===== config.mk =====
export PLATFORM = sky130hd
export DESIGN_NAME = hbgc_top
export DESIGN_NICKNAME = d
export VERILOG_FILES = /design/src/pkg/hbgc_pkg.sv /design/src/hdl/hbgc_top.sv
export SDC_FILE = /design/constraint.sdc
export NUM_CORES = 1
export LEC_CHECK = 0
export ABC_AREA = 1
export ABC_CLOCK_PERIOD_IN_PS = 2450
export BUFFER_PORTS_ARGS = -buffer_cell sky130_fd_sc_hd__buf_2
export CAP_MARGIN = 20
export CORE_ASPECT_RATIO = 0.6
export CORE_MARGIN = 2
export CORE_UTILIZATION = 49
export CTS_BUF_LIST = sky130_fd_sc_hd__clkbuf_2 sky130_fd_sc_hd__clkbuf_4 sky130_fd_sc_hd__clkbuf_8
export DETAILED_ROUTE_END_ITERATION = 8
export GPL_ROUTABILITY_DRIVEN = 0
export PLACE_DENSITY = 0.72
export SETUP_SLACK_MARGIN = 0.15
export SYNTH_ARGS = -nofsm -noshare
export SYNTH_HDL_FRONTEND = slang
export SYNTH_SLANG_ARGS = --single-unit

===== constraint.sdc =====
create_clock -name aclk -period 2.45 [get_ports aclk]
set_input_delay 0.245 -clock aclk [delete_from_list [all_inputs] [get_ports aclk]]
set_output_delay 0.245 -clock aclk [all_outputs]
set_load 0.02 [all_outputs]

===== src/pkg/hbgc_pkg.sv =====
// constants and types shared by the h-bridge gate control block
package hbgc_pkg;
   // latched interface mode code
   typedef enum logic [1:0] {
      HBGC_MODE_PHEN  = 2'h0,
      HBGC_MODE_INDEP = 2'h1,
      HBGC_MODE_PWM   = 2'h2
   } hbgc_mode_t;

   // axi4-lite register byte offsets
   localparam logic [7:0] CTRL_OFS   = 8'h00;
   localparam logic [7:0] STATUS_OFS = 8'h04;

   // control register field positions
   localparam int SHEN_BIT   = 0;
   localparam int GAIN_LSB   = 1;
   localparam int STREN_LSB  = 3;
   localparam int CLRF_BIT   = 7;

   // reset values
   localparam logic [1:0] GAIN_RST  = 2'h1;
   localparam logic [3:0] STREN_RST = 4'h3;

   // axi responses
   localparam logic [1:0] RESP_OKAY   = 2'h0;
   localparam logic [1:0] RESP_SLVERR = 2'h2;

   // times in ns and derived 25 MHz cycle counts
   localparam int CLK_NS        = 40;
   localparam int OFF_TIME_NS   = 25000;
   localparam int BLANK_NS      = 1800;
   localparam int DRIVE_NS      = 2000;
   localparam int DEAD_NS       = 240;
   localparam int POWERUP_NS    = 400;
   localparam int OFF_CYC   = OFF_TIME_NS / CLK_NS;
   localparam int BLANK_CYC = (BLANK_NS + CLK_NS - 1) / CLK_NS;
   localparam int DRIVE_CYC = (DRIVE_NS + CLK_NS - 1) / CLK_NS;
   localparam int DEAD_CYC  = (DEAD_NS + CLK_NS - 1) / CLK_NS;
   localparam int PUP_CYC   = (POWERUP_NS + CLK_NS - 1) / CLK_NS;
endpackage


===== src/hdl/hbgc_top.sv =====
// h-bridge gate control logic with axi4-lite configuration registers
//
// What this block does
// - sleep low: inputs ignored, bridge off
// - pwm mode, inputs 00: all gates off
// - pwm mode, 01: low one, high two
// - pwm mode, 10: high one, low two
// - pwm mode, 11: both lows on, brake
// - mode strap latched only at wake
// - strap low phen, high indep, hiz pwm
// - digital regulator, latch, then analog regulator
// - fault output low while fault present
// - chop threshold hit: brake for off-time
// - ignore sense comparator during blanking period
// - amplifier gain selectable among four settings
// - no chopping in independent mode
// - sense over limit flags overcurrent fault
// - hold enable: amplifier hiz during brake
// - peak current for drive period, then hold
// - strong pulldown low gate while high gate wanted
// - break-before-make per half-bridge
// - peak strength selectable, sink twice source
// - phen: enable low brakes, else phase direction
// - indep: each input picks its half side
`timescale 1ns/10ps
module hbgc_top #(
   parameter int OFF_COUNT   = hbgc_pkg::OFF_CYC,
   parameter int BLANK_COUNT = hbgc_pkg::BLANK_CYC,
   parameter int DRIVE_COUNT = hbgc_pkg::DRIVE_CYC,
   parameter int DEAD_COUNT  = hbgc_pkg::DEAD_CYC,
   parameter int PUP_COUNT   = hbgc_pkg::PUP_CYC
) (
   input  wire logic        aclk,
   input  wire logic        aresetn,
   input  wire logic        sleep_bar_input,
   input  wire logic        bridge_input_one_phase,
   input  wire logic        bridge_input_two_enable,
   input  wire logic        mode_strap_level,
   input  wire logic        mode_strap_hiz,
   input  wire logic        chop_compare,
   input  wire logic        sense_over_limit,
   input  wire logic        ext_fault,
   output logic             high_gate_one,
   output logic             low_gate_one,
   output logic             high_gate_two,
   output logic             low_gate_two,
   output logic [3:0]       gate_peak_one,
   output logic [3:0]       gate_peak_two,
   output logic [3:0]       gate_strength_select,
   output logic [4:0]       sink_strength,
   output logic             strong_pulldown_one,
   output logic             strong_pulldown_two,
   output logic             digital_regulator,
   output logic             analog_regulator,
   output logic             amp_out_enable,
   output logic [1:0]       amplifier_gain,
   output logic             fault_bar_output_o,
   output logic             fault_bar_output_oe,
   input  wire logic [7:0]  s_axi_awaddr,
   input  wire logic        s_axi_awvalid,
   output logic             s_axi_awready,
   input  wire logic [31:0] s_axi_wdata,
   input  wire logic [3:0]  s_axi_wstrb,
   input  wire logic        s_axi_wvalid,
   output logic             s_axi_wready,
   output logic [1:0]       s_axi_bresp,
   output logic             s_axi_bvalid,
   input  wire logic        s_axi_bready,
   input  wire logic [7:0]  s_axi_araddr,
   input  wire logic        s_axi_arvalid,
   output logic             s_axi_arready,
   output logic [31:0]      s_axi_rdata,
   output logic [1:0]       s_axi_rresp,
   output logic             s_axi_rvalid,
   input  wire logic        s_axi_rready
);
   typedef enum {PW_OFF, PW_DIG, PW_LATCH, PW_ON} hbgc_pwr_t;
   typedef enum {CH_IDLE, CH_BLANK, CH_SENSE, CH_OFF} hbgc_chop_t;

   hbgc_pwr_t           pwr_ff;
   hbgc_chop_t          chop_ff;
   hbgc_pkg::hbgc_mode_t mode_ff;
   logic [15:0]         pup_cnt_ff;
   logic [15:0]         chop_cnt_ff;
   logic                awake;
   logic [3:0]          want;
   logic [3:0]          gate_ff;
   logic [3:0]          dead_ff;
   logic                drive_fwd_rev;
   logic                brake;
   logic                fault_ff;
   logic                shen_ff;
   logic [1:0]          gain_ff;
   logic [3:0]          stren_ff;
   logic                aw_ff;
   logic                w_ff;
   logic [7:0]          awaddr_ff;
   logic [31:0]         wdata_ff;
   logic [3:0]          wstrb_ff;
   logic                clr_fault;

   function automatic hbgc_pkg::hbgc_mode_t strap_code(input logic lvl,
                                                     input logic hiz);
      if (hiz)
         strap_code = hbgc_pkg::HBGC_MODE_PWM;
      else if (lvl)
         strap_code = hbgc_pkg::HBGC_MODE_INDEP;
      else
         strap_code = hbgc_pkg::HBGC_MODE_PHEN;
   endfunction

   // sleep drops wake at once, so no input reaches a gate while asleep
   assign awake = (pwr_ff == PW_ON) && sleep_bar_input;

   always_ff @(posedge aclk)
   begin
      if (!aresetn || !sleep_bar_input)
      begin
         pwr_ff     <= PW_OFF;
         pup_cnt_ff <= 16'h0000;
      end
      else
      begin
         case (pwr_ff)
            PW_OFF:
               pwr_ff <= PW_DIG;
            PW_DIG:
            begin
               pup_cnt_ff <= pup_cnt_ff + 16'h0001;
               if (pup_cnt_ff >= 16'(PUP_COUNT - 1))
                  pwr_ff <= PW_LATCH;
            end
            PW_LATCH:
               pwr_ff <= PW_ON;
            PW_ON:
               pwr_ff <= PW_ON;
            default:
               pwr_ff <= PW_OFF;
         endcase
      end
   end

   always_ff @(posedge aclk)
   begin
      if (!aresetn)
         mode_ff <= hbgc_pkg::HBGC_MODE_PWM;
      else if (pwr_ff == PW_LATCH)
         mode_ff <= strap_code(mode_strap_level, mode_strap_hiz);
   end

   assign digital_regulator = (pwr_ff != PW_OFF);
   assign analog_regulator = awake;

   // input decode, bit order hl hl
   always_comb
   begin
      want = 4'h0;
      case (mode_ff)
         hbgc_pkg::HBGC_MODE_PWM:
            case ({bridge_input_one_phase, bridge_input_two_enable})
               2'h1: want = 4'h6;
               2'h2: want = 4'h9;
               2'h3: want = 4'h5;
               default: want = 4'h0;
            endcase
         hbgc_pkg::HBGC_MODE_PHEN:
            if (!bridge_input_two_enable)
               want = 4'h5;
            else if (bridge_input_one_phase)
               want = 4'h9;
            else
               want = 4'h6;
         hbgc_pkg::HBGC_MODE_INDEP:
            want = {bridge_input_one_phase, !bridge_input_one_phase,
                    bridge_input_two_enable, !bridge_input_two_enable};
         default:
            want = 4'h0;
      endcase
      if (chop_ff == CH_OFF)
         want = 4'h5;
      if (!awake)
         want = 4'h0;
   end

   assign drive_fwd_rev = (want == 4'h9) || (want == 4'h6);

   always_ff @(posedge aclk)
   begin
      if (!aresetn || !awake || mode_ff == hbgc_pkg::HBGC_MODE_INDEP)
      begin
         chop_ff     <= CH_IDLE;
         chop_cnt_ff <= 16'h0000;
      end
      else
      begin
         case (chop_ff)
            CH_IDLE:
               if (drive_fwd_rev)
               begin
                  chop_ff     <= CH_BLANK;
                  chop_cnt_ff <= 16'h0000;
               end
            CH_BLANK:
               if (!drive_fwd_rev)
                  chop_ff <= CH_IDLE;
               else if (chop_cnt_ff >= 16'(BLANK_COUNT - 1))
                  chop_ff <= CH_SENSE;
               else
                  chop_cnt_ff <= chop_cnt_ff + 16'h0001;
            CH_SENSE:
               if (!drive_fwd_rev)
                  chop_ff <= CH_IDLE;
               else if (chop_compare)
               begin
                  chop_ff     <= CH_OFF;
                  chop_cnt_ff <= 16'h0000;
               end
            CH_OFF:
               if (chop_cnt_ff >= 16'(OFF_COUNT - 1))
                  chop_ff <= CH_IDLE;
               else
                  chop_cnt_ff <= chop_cnt_ff + 16'h0001;
            default:
               chop_ff <= CH_IDLE;
         endcase
      end
   end

   // off is immediate, on waits dead time after partner off
   // peak drive for a fixed count after each gate change
   genvar g;
   generate
      for (g = 0; g < 4; g++)
      begin : gate_gen
         logic [7:0] dcnt_ff;
         logic [7:0] pcnt_ff;
         always_ff @(posedge aclk)
         begin
            if (!aresetn)
            begin
               gate_ff[g] <= 1'b0;
               dcnt_ff    <= 8'h00;
            end
            else if (!want[g])
            begin
               gate_ff[g] <= 1'b0;
               dcnt_ff    <= 8'h00;
            end
            else if (gate_ff[g ^ 1] || want[g ^ 1])
               dcnt_ff <= 8'h00;
            else if (dcnt_ff >= 8'(DEAD_COUNT))
               gate_ff[g] <= 1'b1;
            else
               dcnt_ff <= dcnt_ff + 8'h01;
         end
         always_ff @(posedge aclk)
         begin
            if (!aresetn)
               pcnt_ff <= 8'h00;
            else if (gate_ff[g] != ((dcnt_ff >= 8'(DEAD_COUNT)) &&
                                    want[g] && !gate_ff[g ^ 1] &&
                                    !want[g ^ 1]))
               pcnt_ff <= 8'(DRIVE_COUNT);
            else if (pcnt_ff != 8'h00)
               pcnt_ff <= pcnt_ff - 8'h01;
         end
         assign dead_ff[g] = (pcnt_ff != 8'h00);
      end
   endgenerate

   assign high_gate_one = gate_ff[3];
   assign low_gate_one  = gate_ff[2];
   assign high_gate_two = gate_ff[1];
   assign low_gate_two  = gate_ff[0];

   // peak strength while driving, else hold current code 0
   assign gate_peak_one = (dead_ff[3] | dead_ff[2]) ? stren_ff : 4'h0;
   assign gate_peak_two = (dead_ff[1] | dead_ff[0]) ? stren_ff : 4'h0;
   assign gate_strength_select = stren_ff;
   assign sink_strength = {stren_ff, 1'b0};

   // strong pulldown while the high gate is wanted and its low gate is off
   assign strong_pulldown_one = want[3] && !low_gate_one;
   assign strong_pulldown_two = want[1] && !low_gate_two;

   assign brake = awake && (want == 4'h5);
   // amplifier released while braking with hold enabled
   assign amp_out_enable = awake && !(shen_ff && brake);
   assign amplifier_gain = gain_ff;

   // sticky overcurrent; set wins over clear
   always_ff @(posedge aclk)
   begin
      if (!aresetn)
         fault_ff <= 1'b0;
      else if (awake && sense_over_limit)
         fault_ff <= 1'b1;
      else if (clr_fault)
         fault_ff <= 1'b0;
   end

   // open drain, enable low drives the pin low
   assign fault_bar_output_o  = 1'b0;
   assign fault_bar_output_oe = !(fault_ff || ext_fault);

   // axi4-lite write: address and data accepted in either order
   assign s_axi_awready = !aw_ff && !s_axi_bvalid;
   assign s_axi_wready  = !w_ff && !s_axi_bvalid;
   assign clr_fault = aw_ff && w_ff && !s_axi_bvalid &&
                      awaddr_ff == hbgc_pkg::CTRL_OFS &&
                      wstrb_ff[0] && wdata_ff[hbgc_pkg::CLRF_BIT];

   always_ff @(posedge aclk)
   begin
      if (!aresetn)
      begin
         aw_ff        <= 1'b0;
         w_ff         <= 1'b0;
         awaddr_ff    <= 8'h00;
         wdata_ff     <= 32'h00000000;
         wstrb_ff     <= 4'h0;
         s_axi_bvalid <= 1'b0;
         s_axi_bresp  <= hbgc_pkg::RESP_OKAY;
      end
      else
      begin
         if (s_axi_awvalid && s_axi_awready)
         begin
            aw_ff     <= 1'b1;
            awaddr_ff <= s_axi_awaddr;
         end
         if (s_axi_wvalid && s_axi_wready)
         begin
            w_ff     <= 1'b1;
            wdata_ff <= s_axi_wdata;
            wstrb_ff <= s_axi_wstrb;
         end
         if (aw_ff && w_ff && !s_axi_bvalid)
         begin
            s_axi_bvalid <= 1'b1;
            aw_ff        <= 1'b0;
            w_ff         <= 1'b0;
            s_axi_bresp  <= (awaddr_ff[7:2] == hbgc_pkg::CTRL_OFS[7:2] ||
                             awaddr_ff[7:2] == hbgc_pkg::STATUS_OFS[7:2])
                            ? hbgc_pkg::RESP_OKAY : hbgc_pkg::RESP_SLVERR;
         end
         else if (s_axi_bvalid && s_axi_bready)
            s_axi_bvalid <= 1'b0;
      end
   end

   // control register: hold enable, gain, strength
   always_ff @(posedge aclk)
   begin
      if (!aresetn)
      begin
         shen_ff  <= 1'b0;
         gain_ff  <= hbgc_pkg::GAIN_RST;
         stren_ff <= hbgc_pkg::STREN_RST;
      end
      else if (aw_ff && w_ff && !s_axi_bvalid &&
               awaddr_ff[7:2] == hbgc_pkg::CTRL_OFS[7:2] && wstrb_ff[0])
      begin
         shen_ff  <= wdata_ff[hbgc_pkg::SHEN_BIT];
         gain_ff  <= wdata_ff[hbgc_pkg::GAIN_LSB +: 2];
         stren_ff <= wdata_ff[hbgc_pkg::STREN_LSB +: 4];
      end
   end

   // read channel: one-cycle answer after address taken
   assign s_axi_arready = !s_axi_rvalid;
   always_ff @(posedge aclk)
   begin
      if (!aresetn)
      begin
         s_axi_rvalid <= 1'b0;
         s_axi_rdata  <= 32'h00000000;
         s_axi_rresp  <= hbgc_pkg::RESP_OKAY;
      end
      else if (s_axi_arvalid && s_axi_arready)
      begin
         s_axi_rvalid <= 1'b1;
         s_axi_rresp  <= hbgc_pkg::RESP_OKAY;
         if (s_axi_araddr[7:2] == hbgc_pkg::CTRL_OFS[7:2])
            s_axi_rdata <= {25'h0000000, stren_ff, gain_ff, shen_ff};
         else if (s_axi_araddr[7:2] == hbgc_pkg::STATUS_OFS[7:2])
            s_axi_rdata <= {22'h000000, 2'(chop_ff), gate_ff,
                            mode_ff, awake, fault_ff};
         else
         begin
            s_axi_rdata <= 32'h00000000;
            s_axi_rresp <= hbgc_pkg::RESP_SLVERR;
         end
      end
      else if (s_axi_rready)
         s_axi_rvalid <= 1'b0;
   end

   sleep_gates_a: assert property (@(posedge aclk) disable iff (!aresetn)
      !sleep_bar_input |=> gate_ff == 4'h0)
      else $error("gate on while asleep");
   // never both gates of a half on
   no_shoot_a: assert property (@(posedge aclk) disable iff (!aresetn)
      !(gate_ff[3] && gate_ff[2]) && !(gate_ff[1] && gate_ff[0]))
      else $error("shoot-through");
   mode_hold_a: assert property (@(posedge aclk) disable iff (!aresetn)
      awake && $past(awake) |-> $stable(mode_ff))
      else $error("mode changed while awake");
   reg_order_a: assert property (@(posedge aclk) disable iff (!aresetn)
      analog_regulator |-> digital_regulator && $past(digital_regulator))
      else $error("regulator order");
   fault_pin_a: assert property (@(posedge aclk) disable iff (!aresetn)
      fault_ff |-> !fault_bar_output_oe)
      else $error("fault not shown");
   indep_chop_a: assert property (@(posedge aclk) disable iff (!aresetn)
      mode_ff == hbgc_pkg::HBGC_MODE_INDEP |=> chop_ff == CH_IDLE)
      else $error("chop in independent mode");
   blank_first_a: assert property (@(posedge aclk) disable iff (!aresetn)
      chop_ff == CH_OFF && $past(chop_ff) != CH_OFF |->
      $past(chop_ff) == CH_SENSE)
      else $error("chop skipped blanking");
   ocp_set_a: assert property (@(posedge aclk) disable iff (!aresetn)
      awake && sense_over_limit |=> fault_ff)
      else $error("overcurrent missed");
   amp_hold_a: assert property (@(posedge aclk) disable iff (!aresetn)
      shen_ff && brake |-> !amp_out_enable)
      else $error("amplifier driven in brake");
endmodule


==> flow_summary.ini, run 1 <==
[critical_path]
critPathRequiredTime_ns = 2.20
worstSetupEndpointType = output port
path_class = flop to output port
timing.rr.start = chop_ff[0]
reg2reg_depth = 9
worst-r2r-setup-slack_ns = 0.45
crit_arrival_ns = 1.94
rr_endpoint = gate_gen[3].pcnt_ff[7]
crit_start = gate_gen[1].pcnt_ff[4]
endpoint = gate_peak_two[0]
crit_fanout = 4
critPathLaunchType = flop

[pwr]
peakVddDrop_mv = 0.4869
pwr-share-seq_pct = 40.2
clkPwrFrac_pct = 31.5
power_density_mw_per_mm2 = 871.2
power_switching_uw = 2317
p_comb_share_pct = 28.3
intPower_uw = 4768
p_leak_uw = 0.003735
p_sw_share_pct = 32.70

[routing]
viasPerCell = 4.768
drc = 0
final_antenna_net_count = 0
drt_first_pass_iters = 5
drtIter0Drc = 375
num_vias = 6112
wl_per_cell_um = 12.28
wl_um = 15750

[yosys]
synthCells = 982
synth_compound_area_share_pct = 10.21
syn_area_per_cell_um2 = 7.152
synth_top_family_by_area = simple AND/OR/NAND/NOR gates
syn_area_mm2 = 0.007023
synth_xor_area_share_pct = 4.098
synth.distinct_cells = 42
synth.area.mux_share_pct = 0
synthSimpleGateAreaFrac_pct = 27.38
synthAdderAreaFrac_pct = 3.919
synth_edf_count = 0
post-synth-top-area-cell = dfxtp_1
yosys_warnings = 0
netlist.area_leader.share_pct = 41.90
synth_async_sr_flop_share_pct = 0
yosys-top-cells-area = dfxtp_1 (42%), nor2_1 (8.6%), inv_1 (7.9%)
ys.flop_type = dfxtp_1
ys_seq_area_share_pct = 41.90
ys_ff_latch = 147

[layout]
seq_area_mm2 = 0.002944
layout-drive-gt1-share_pct = 15.96
area.growth.synth_to_final_pct = 15.80
design_area_mm2 = 0.008133
nFillCells = 1308
multi_input_area_mm2 = 0.003371
diodes = 0
final_nets = 1166

[clocking]
cts_sinks = 147
cts-root-buf = clkbuf_8
clk_latency_ns = 0.46
clk_pin_slew_ns = 0.08
cts_tree = yes
htreeDepth = 4
clk_path_buf_depth = 2
cts_buffers = 17

[global_route]
grt_max_degree = 47
antenna_found_initial = 2
grt_pass1_vias = 5425
grt_pass1_wl_um = 26340
grt_usage_pct = 21.57
grt-ovfl-total = 0

[die]
die_h_um = 96.74
die-area_mm2 = 0.01534
start_util_pct = 50.77
fp.dieW_um = 158.6
pin_count = 138
core_area_mm2 = 0.01383
num_rows = 33

[placed_design]
dpl.hpwl_um = 11780
placed_area_mm2 = 0.007559
io_buffers = 82

[sta]
setup_viol = 0
fin_crit_sh_pct = 89.17
relSlewSlack_pct = 60.52
fin_tns_setup_ns = 0
rsz0062_at_grt = true
worst_slew_pin_slew_ns = 0.5904
min_period_ns = 2.185
fmax_mhz = 457.8
slew_viol_final = 0
finalClockSkew_ns = 0.02006
finalHoldViolCount = 0

[run_status]
outcome = completed

[flow_run]
drv_cap = 0

[min_path]
hold_path_class = input port to flop
==> per-stage QoR <==
step,worst slack [ns],cells,hold WS [ns],utilization [%],total power (µW)
finish,0.2654,1282,0.03598,58.80,7085
global route,0.1384,1282,0.03548,58.80,7554
CTS,0.1552,1279,0.009144,58.26,6990
detailed placement,0.2770,1247,0.4227,54.64,4704
global placement,0.3215,1247,0.4163,54.64,4665
floorplan,0.6449,1007,0.3554,-,4325
==> state kept, by name, summed over array words and instances (netlist names), 2 cells and up <==
signal / flops
amplifier_gain: 2
awaddr_ff: 8
chop_cnt_ff: 16
chop_ff: 2
gate_gen.dcnt_ff: 32
gate_gen.pcnt_ff: 32
gate_strength_select: 4
mode_ff: 2
pup_cnt_ff: 16
pwr_ff: 2
s_axi_rdata: 10
wdata_ff: 8
==> metal layers <==
layer	share of wire, %	global-route usage (%)
met1	52	32.16
met2	42	30.94
met3	5.1	5.466
met4	0.97	5.405
met5	0.13	0
==> what timing repair did <==
action,CTS,global route
pin swaps,0,4
setup endpoints to repair,9,11
gates resized for setup,8,16
hold buffers,0,0
setup buffers,0,3
==> critical path: stages, from the launching register on <==
cell,delay [ns]
dfxtp_2,0.34
or2_2,0.31
nor2_1,0.10
nand2_1,0.09
nor2_2,0.18
inv_2,0.07
nor2_4,0.15
nor2_1,0.08
buf_2,0.16
==> cell families after synthesis <==
group	Yosys count
simple gates	445
flops	147
fa+ha+maj	22
compound gates	134
buf+inv	201
xor+xnor	32
other cells	1
==> placed cells by master, fill, tap and decap left out, types with 9 or more instances in the layout <==
cell / n
nor2_1: 153
nand2_1: 146
dfxtp_1: 146
inv_1: 145
buf_2: 82
o21ai_0: 60
nand3_1: 57
a21oi_1: 51
nor3_1: 32
conb_1: 26
xor2_1: 20
ha_1: 20
clkbuf_8: 19
buf_4: 13
nand4_1: 11
xnor2_1: 11
inv_2: 9
==> worst min path at each step <==
stage	from	end	slack, ns	depth (start not counted)
2_1_floorplan	sense_over_limit	fault_ff	0.36	2
3_3_place_gp	gate_gen[0].dcnt_ff[7]	gate_gen[0].dcnt_ff[7]	0.42	2
3_5_place_dp	gate_gen[1].dcnt_ff[3]	gate_gen[1].dcnt_ff[3]	0.42	2
4_1_cts	s_axi_awaddr[5]	awaddr_ff[5]	0.009	3
5_1_grt	sense_over_limit	fault_ff	0.04	3
6_report	s_axi_awaddr[7]	awaddr_ff[7]	0.04	3
==> final cells by class <==
cell class / count / area share (%)
Multi-Input combinational cell: 659 / 41.45
Sequential cell: 147 / 36.20
Inverter: 157 / 7.277
Timing Repair Buffer: 95 / 6.246
Clock buffer: 21 / 3.400
Tap cell: 192 / 2.954
Clock inverter: 11 / 2.477
==> synth_stat cells, types with 2 or more instances <==
library cell and n:
nor2_1 161, nand2_2 6, or2_2 8, nor2_4 2, buf_4 31, xor2_1 20, clkbuf_1 8, nand2_1 148
buf_1 3, nand4_1 11, o21ai_0 60, a21boi_0 2, nor3b_1 2, o22ai_1 5, nand3_2 2, dfxtp_1 147
nor4_1 6, ha_1 22, o211ai_1 5, xnor2_1 11, o21a_1 4, o21ai_1 2, clkinv_1 2, inv_1 148
a21oi_1 51, nor3_1 32, inv_2 7, nor2_2 2, nand3_1 59, buf_2 2, and3_1 2
==> power groups by stage <==
stage,registers [µW],logic (µW),clock network (µW)
4_1_cts,2840,1860,2280
6_report,2850,2010,2230
3_3_place_gp,2890,1770,0
2_1_floorplan,2870,1460,0
3_5_place_dp,2890,1810,0
5_1_grt,2890,2270,2400
Power figures use the tool's default switching activity.
==> run 2: changes to the inputs <==
--- a/config.mk
+++ b/config.mk
@@ -9,10 +9,10 @@
 export ABC_CLOCK_PERIOD_IN_PS = 2450
 export BUFFER_PORTS_ARGS = -buffer_cell sky130_fd_sc_hd__buf_2
 export CAP_MARGIN = 20
-export CORE_ASPECT_RATIO = 0.6
 export CORE_MARGIN = 2
 export CORE_UTILIZATION = 49
 export CTS_BUF_LIST = sky130_fd_sc_hd__clkbuf_2 sky130_fd_sc_hd__clkbuf_4 sky130_fd_sc_hd__clkbuf_8
+export CTS_CLUSTER_SIZE = 28
 export DETAILED_ROUTE_END_ITERATION = 8
 export GPL_ROUTABILITY_DRIVEN = 0
 export PLACE_DENSITY = 0.72
==> run 2 against run 1 <==
Critical path depth is 2 higher; largest power group unchanged; flip-flop and latch count stayed put; first-iteration DRC count is 1.9% higher; final cell count is 0.94% lower; clock-buffer cell count is 2 lower; maximum frequency is 0.43% higher.
==> flow_summary.ini, run 2 (synthesized netlist as in run 1, its figures left out) <==
[layout]
area.growth.synth_to_final_pct = 14.98
final_common_cell = nor2_1
final_util_pct = 57.95
largestRegisters = gate_gen.dcnt_ff x32, gate_gen.pcnt_ff x32
final_nets = 1166
layout-drive-gt1-share_pct = 15.78
design_area_mm2 = 0.008075
diodes = 0
final_cell_mix = nor2_1 (153), nand2_1 (147), dfxtp_1 (147)
nFillCells = 1336

[critical_path]
critical_path.most_common_cell = nor2_4
worst-r2r-setup-slack_ns = 0.40
max_stage_delay_ns = 0.32
crit_fanout = 4
critPathRequiredTime_ns = 2.20
rr_endpoint = gate_gen[0].pcnt_ff[2]
slowest_stage = dfxtp_1
path_class = flop to output port
crit_arrival_ns = 1.93
path_cells = inv_1 > ha_2 > inv_1 > nor2_4 > nand3_2 > nor2_4 > inv_2 > nor2_4 > nor2_1 > buf_4
worstSetupEndpointType = output port
reg2reg_depth = 10
crit_start = gate_gen[3].pcnt_ff[0]
endpoint = gate_peak_one[0]
critPathLaunchType = flop
timing.rr.start = chop_ff[0]

[sta]
fin_crit_sh_pct = 88.78
finalHoldViolCount = 0
worst_slew_pin_slew_ns = 0.6250
relSlewSlack_pct = 58.01
setup_slack_ns = 0.2749
fin_tns_setup_ns = 0
fmax_mhz = 459.7
setup_viol = 0
rsz0062_at_grt = true
min_period_ns = 2.175
finalClockSkew_ns = 0.01280
slew_viol_final = 0

[clocking]
clk_path_buf_depth = 2
cts_setup_buffers = 0
clk_pin_slew_ns = 0.08
cts_sinks = 147
cts-root-buf = clkbuf_8
cts_buffers = 17
htreeDepth = 4
cts_tree = yes
clk_latency_ns = 0.46

[die]
pin_count = 138
die-area_mm2 = 0.01531
die_h_um = 123.7
start_util_pct = 50.40
core_area_mm2 = 0.01393
fp.dieW_um = 123.7
num_rows = 43

[global_route]
grt-ovfl-total = 0
grt_usage_pct = 20.33
grt_pass1_vias = 5310
grt_pass1_wl_um = 24210
grt_max_degree = 45
antenna_found_initial = 0

[pwr]
p_leak_uw = 0.003702
p_total_uw = 6852
peakVddDrop_mv = 0.5644
power_density_mw_per_mm2 = 848.5

[routing]
wl_met3_um = 973
wl_um = 14770
drc = 0
drt_first_pass_iters = 5
viasPerCell = 4.806
num_vias = 6103
wl_per_cell_um = 11.63
drtIter0Drc = 382
topRoutingLayerUsed = met4
met1_length_um = 6988
final_antenna_net_count = 0
wl_met2_um = 6451

[placed_design]
dp_slack_ns = 0.3395
placed_area_mm2 = 0.007559
io_buffers = 82
dpl.hpwl_um = 11080

[flow_run]
drv_cap = 0

[run_status]
outcome = completed

[min_path]
hold_path_class = input port to flop
-- run 2: cell count changes in the layout (fill, tap and decap cells not counted), moves of 2 or more --
| cell | previous run | this run |
|---|---|---|
| buf_2 | 82 | 79 |
| buf_4 | 13 | 15 |
| clkinv_2 | 0 | 2 |
| clkinv_4 | 5 | 1 |
| clkinvlp_4 | 1 | 6 |
| ha_2 | 1 | 3 |
-- run 2: routing by layer --
layer / global-route usage (%) / up-vias
met1: 27.00 / 2681
met5: 0 / -
met3: 5.586 / 26
met2: 31.35 / 159
li1: - / 3237
met4: 8.097 / 0
-- run 2: worst min path at each step --
stage	start	end	slack [ns]	cells past startpoint
2_1_floorplan	sense_over_limit	fault_ff	0.36	2
3_3_place_gp	gate_gen[0].dcnt_ff[6]	gate_gen[0].dcnt_ff[6]	0.42	2
3_5_place_dp	gate_gen[0].dcnt_ff[6]	gate_gen[0].dcnt_ff[6]	0.42	2
4_1_cts	s_axi_awaddr[5]	awaddr_ff[5]	0.01	3
5_1_grt	s_axi_awaddr[6]	awaddr_ff[6]	0.02	3
6_report	s_axi_awaddr[2]	awaddr_ff[2]	0.04	3
-- run 2: power by group --
part	total (µW)	switching, µW	leakage [µW]	internal [µW]
Combinational	1930	1140	0.00230	790
Clock	2070	926	0.000203	1140
Sequential	2850	194	0.00120	2660
Total	6850	2260	0.00370	4590
-- run 2: what timing repair did --
item	CTS	global route
resized for setup	6	18
pin swaps	0	4
endpoints found under the setup margin	9	19
hold buffers	1	0
endpoints found under the hold margin	1	0
-- run 2: area by class of cell --
cell class                 instances  area [µm²]  share of cell area (%)
multi-input combinational        659        3361                   41.62
clock inverter                    13       183.9                   2.278
inverter                         157       589.3                   7.298
clock buffer                      19       255.2                   3.161
tap                              180       225.2                   2.789
sequential                       147        2943                   36.44
timing repair buffer              95       518.0                   6.415
-- run 2: worst max-delay path: cells and delay by family, from the launching register on --
family / cells / cell delay [ns]
AND/OR/NAND/NOR: 5 / 0.61
buffers and inverters: 4 / 0.37
adder cells (fa/ha/maj): 1 / 0.18
flip-flops: 1 / 0.32
-- run 2: per-stage QoR --
step,hold slack [ns],instances
2_1_floorplan,0.3554,1007
3_3_place_gp,0.4153,1237
3_5_place_dp,0.4220,1237
4_1_cts,0.01076,1270
5_1_grt,0.02157,1270
6_report,0.03619,1270
==> run 3: changes to the inputs <==
--- a/config.mk
+++ b/config.mk
@@ -6,7 +6,7 @@
 export NUM_CORES = 1
 export LEC_CHECK = 0
 export ABC_AREA = 1
-export ABC_CLOCK_PERIOD_IN_PS = 2450
+export ABC_CLOCK_PERIOD_IN_PS = 2000
 export BUFFER_PORTS_ARGS = -buffer_cell sky130_fd_sc_hd__buf_2
 export CAP_MARGIN = 20
 export CORE_MARGIN = 2
@@ -15,7 +15,7 @@
 export CTS_CLUSTER_SIZE = 28
 export DETAILED_ROUTE_END_ITERATION = 8
 export GPL_ROUTABILITY_DRIVEN = 0
-export PLACE_DENSITY = 0.72
+export PLACE_DENSITY = 0.75
 export SETUP_SLACK_MARGIN = 0.15
 export SYNTH_ARGS = -nofsm -noshare
 export SYNTH_HDL_FRONTEND = slang
==> constraint.sdc (replaced) <==
create_clock -name aclk -period 2 [get_ports aclk]
set_input_delay 0.2 -clock aclk [delete_from_list [all_inputs] [get_ports aclk]]
set_output_delay 0.2 -clock aclk [all_outputs]
set_load 0.02 [all_outputs]
==> run 3 against run 2 <==
The run now ends with negative setup slack left; non-clock buffer count rose by 76; routed wire length up 18%; sequential share of layout area shrank 3.7 points; first-iteration DRC count grew 14%; global-route usage up 1.8 points; clock power rose by 7%; core utilization up 7.1 points; hold slack better by 0.0092 ns; power is 35% higher; die area is the same.
==> flow_summary.ini, run 3 (synthesized netlist as in run 1, its figures left out) <==
[critical_path]
path_class = flop to output port
slowest_stage = dfxtp_2
worst-r2r-setup-slack_ns = 0
timing.rr.start = gate_gen[1].pcnt_ff[1]
crit_start = gate_gen[1].pcnt_ff[1]
path_cells = inv_2 > ha_4 > nand2_4 > nor2_4 > nand2_4 > nor2_4 > inv_2 > nor2_4 > nor2_1 > buf_4
worstSetupEndpointType = output port
crit_arrival_ns = 1.87
critPathLaunchType = flop
critical_path.most_common_cell = nor2_4
rr_endpoint = gate_gen[1].pcnt_ff[6]
crit_fanout = 4
max_stage_delay_ns = 0.34
cp_top_family = simple AND/OR/NAND/NOR gates
crit_buf_inv = 3
critPathRequiredTime_ns = 1.80
reg2reg_depth = 17

[pwr]
p_leak_uw = 0.004124
peakVddDrop_mv = 0.5330
power_density_mw_per_mm2 = 1020
pwr-share-seq_pct = 38.1
intPower_uw = 5940
power_switching_uw = 3304
p_total_uw = 9244
p_sw_share_pct = 35.74
clkPwrFrac_pct = 24.0
p_comb_share_pct = 37.9

[routing]
drc = 0
final_antenna_net_count = 0
drtIter0Drc = 434
wl_per_cell_um = 12.96
wl_um = 17440
drt_first_pass_iters = 6
num_vias = 6609
viasPerCell = 4.910

[clocking]
cts_buffers = 17
cts-root-buf = clkbuf_8
cts_sinks = 147
clk_path_buf_depth = 2
htreeDepth = 4
cts_tree = yes
clk_pin_slew_ns = 0.08
clk_latency_ns = 0.47

[sta]
finalClockSkew_ns = 0.01423
setup_viol = 9
finalHoldViolCount = 0
fmax_mhz = 482.8
rsz0062_at_grt = true
setup_slack_ns = -0.07111
slew_viol_final = 0
min_period_ns = 2.071
fin_crit_sh_pct = 103.6

[placed_design]
place_inst = 1256
dp_slack_ns = 0.05357
dpl.hpwl_um = 11280
io_buffers = 82

[run_status]
outcome = finished, violations left
violations = negative setup slack

[layout]
final_common_cell = nor2_1
final_cell_mix = nor2_1 (140), nand2_1 (138), inv_1 (136)
nFillCells = 1137
fin_cells = 1346
layout-drive-gt1-share_pct = 25.21
diodes = 0
final_nets = 1242
largestRegisters = gate_gen.dcnt_ff x32, gate_gen.pcnt_ff x32
area.growth.synth_to_final_pct = 29.06
final_util_pct = 65.04

[global_route]
grt_pass1_vias = 5855
antenna_found_initial = 0
grt_usage_pct = 22.14
grt_pass1_wl_um = 26530
grt_max_degree = 47
grt-ovfl-total = 0

[min_path]
min_from = s_axi_awaddr[3]
whs_endpoint = awaddr_ff[3]
hold_path_class = input port to flop
whs_path_depth = 3

[die]
die-area_mm2 = 0.01531
core_area_mm2 = 0.01393
die_h_um = 123.7
pin_count = 138
start_util_pct = 50.40
fp.dieW_um = 123.7
num_rows = 43

[flow_run]
drv_cap = 0
==> run 3: how the worst max path moves through the flow <==
| stage | end | slack [ns] | cells past startpoint |
|---|---|---|---|
| 4_1_cts | gate_peak_one[2] | -0.09 | 11 |
| 5_1_grt | gate_peak_two[1] | -0.17 | 10 |
| 2_1_floorplan | chop_cnt_ff[4] | 0.19 | 12 |
| 3_5_place_dp | chop_cnt_ff[4] | 0.05 | 12 |
| 3_3_place_gp | chop_cnt_ff[2] | 0.08 | 12 |
| 6_report | gate_peak_two[1] | -0.07 | 10 |
==> run 3: final cells by class <==
| cell class | count | area [µm²] | share of cell area, % |
|---|---|---|---|
| inverter | 157 | 594.3 | 6.557 |
| tap | 180 | 225.2 | 2.485 |
| sequential | 147 | 2965 | 32.72 |
| timing repair buffer | 171 | 1229 | 13.56 |
| clock inverter | 15 | 147.6 | 1.629 |
| multi-input combinational | 659 | 3669 | 40.47 |
| clock buffer | 17 | 234.0 | 2.581 |
==> run 3: stage by stage <==
stage | hold WS (ns) | setup TNS, ns | instance area (µm²)
5_1_grt | 0.03416 | -1.210 | 9064
2_1_floorplan | 0.3104 | 0 | 7117
4_1_cts | 0.006028 | -0.4253 | 8688
3_3_place_gp | 0.3958 | 0 | 7701
6_report | 0.04541 | -0.2429 | 9064
3_5_place_dp | 0.4079 | 0 | 7701
==> run 3: worst reg2reg max path, cell delays in order, from the launching register on <==
cell	delay [ns]
dfxtp_2	0.34
inv_2	0.07
ha_4	0.15
nand2_4	0.07
nor2_4	0.13
nand2_4	0.08
buf_6	0.12
buf_6	0.10
buf_6	0.10
buf_6	0.10
buf_6	0.10
buf_6	0.10
buf_6	0.10
buf_6	0.10
buf_6	0.10
nand2_2	0.05
nand2_1	0.05
nor2_1	0.07
==> run 3: power groups by stage <==
| stage | logic, µW | clock network (µW) | registers [µW] |
|---|---|---|---|
| finish | 3500 | 2220 | 3520 |
| global route | 3850 | 2400 | 3550 |
| CTS | 3040 | 2290 | 3500 |
| detailed placement | 2280 | 0 | 3540 |
| global placement | 2220 | 0 | 3530 |
| floorplan | 1790 | 0 | 3510 |
==> run 3: per-layer routing <==
layer	wire length [µm]	GRT usage (%)
met2	8404	36.23
met4	492	9.872
met1	7675	27.98
met5	0	0
met3	866	4.853
==> run 3: timing repair <==
item	4_1_cts	5_1_grt
pin swaps	20	26
hold endpoints to repair	18	0
setup buffers	27	13
setup endpoints to repair	39	66
hold buffers	18	0
gates resized for setup	76	74
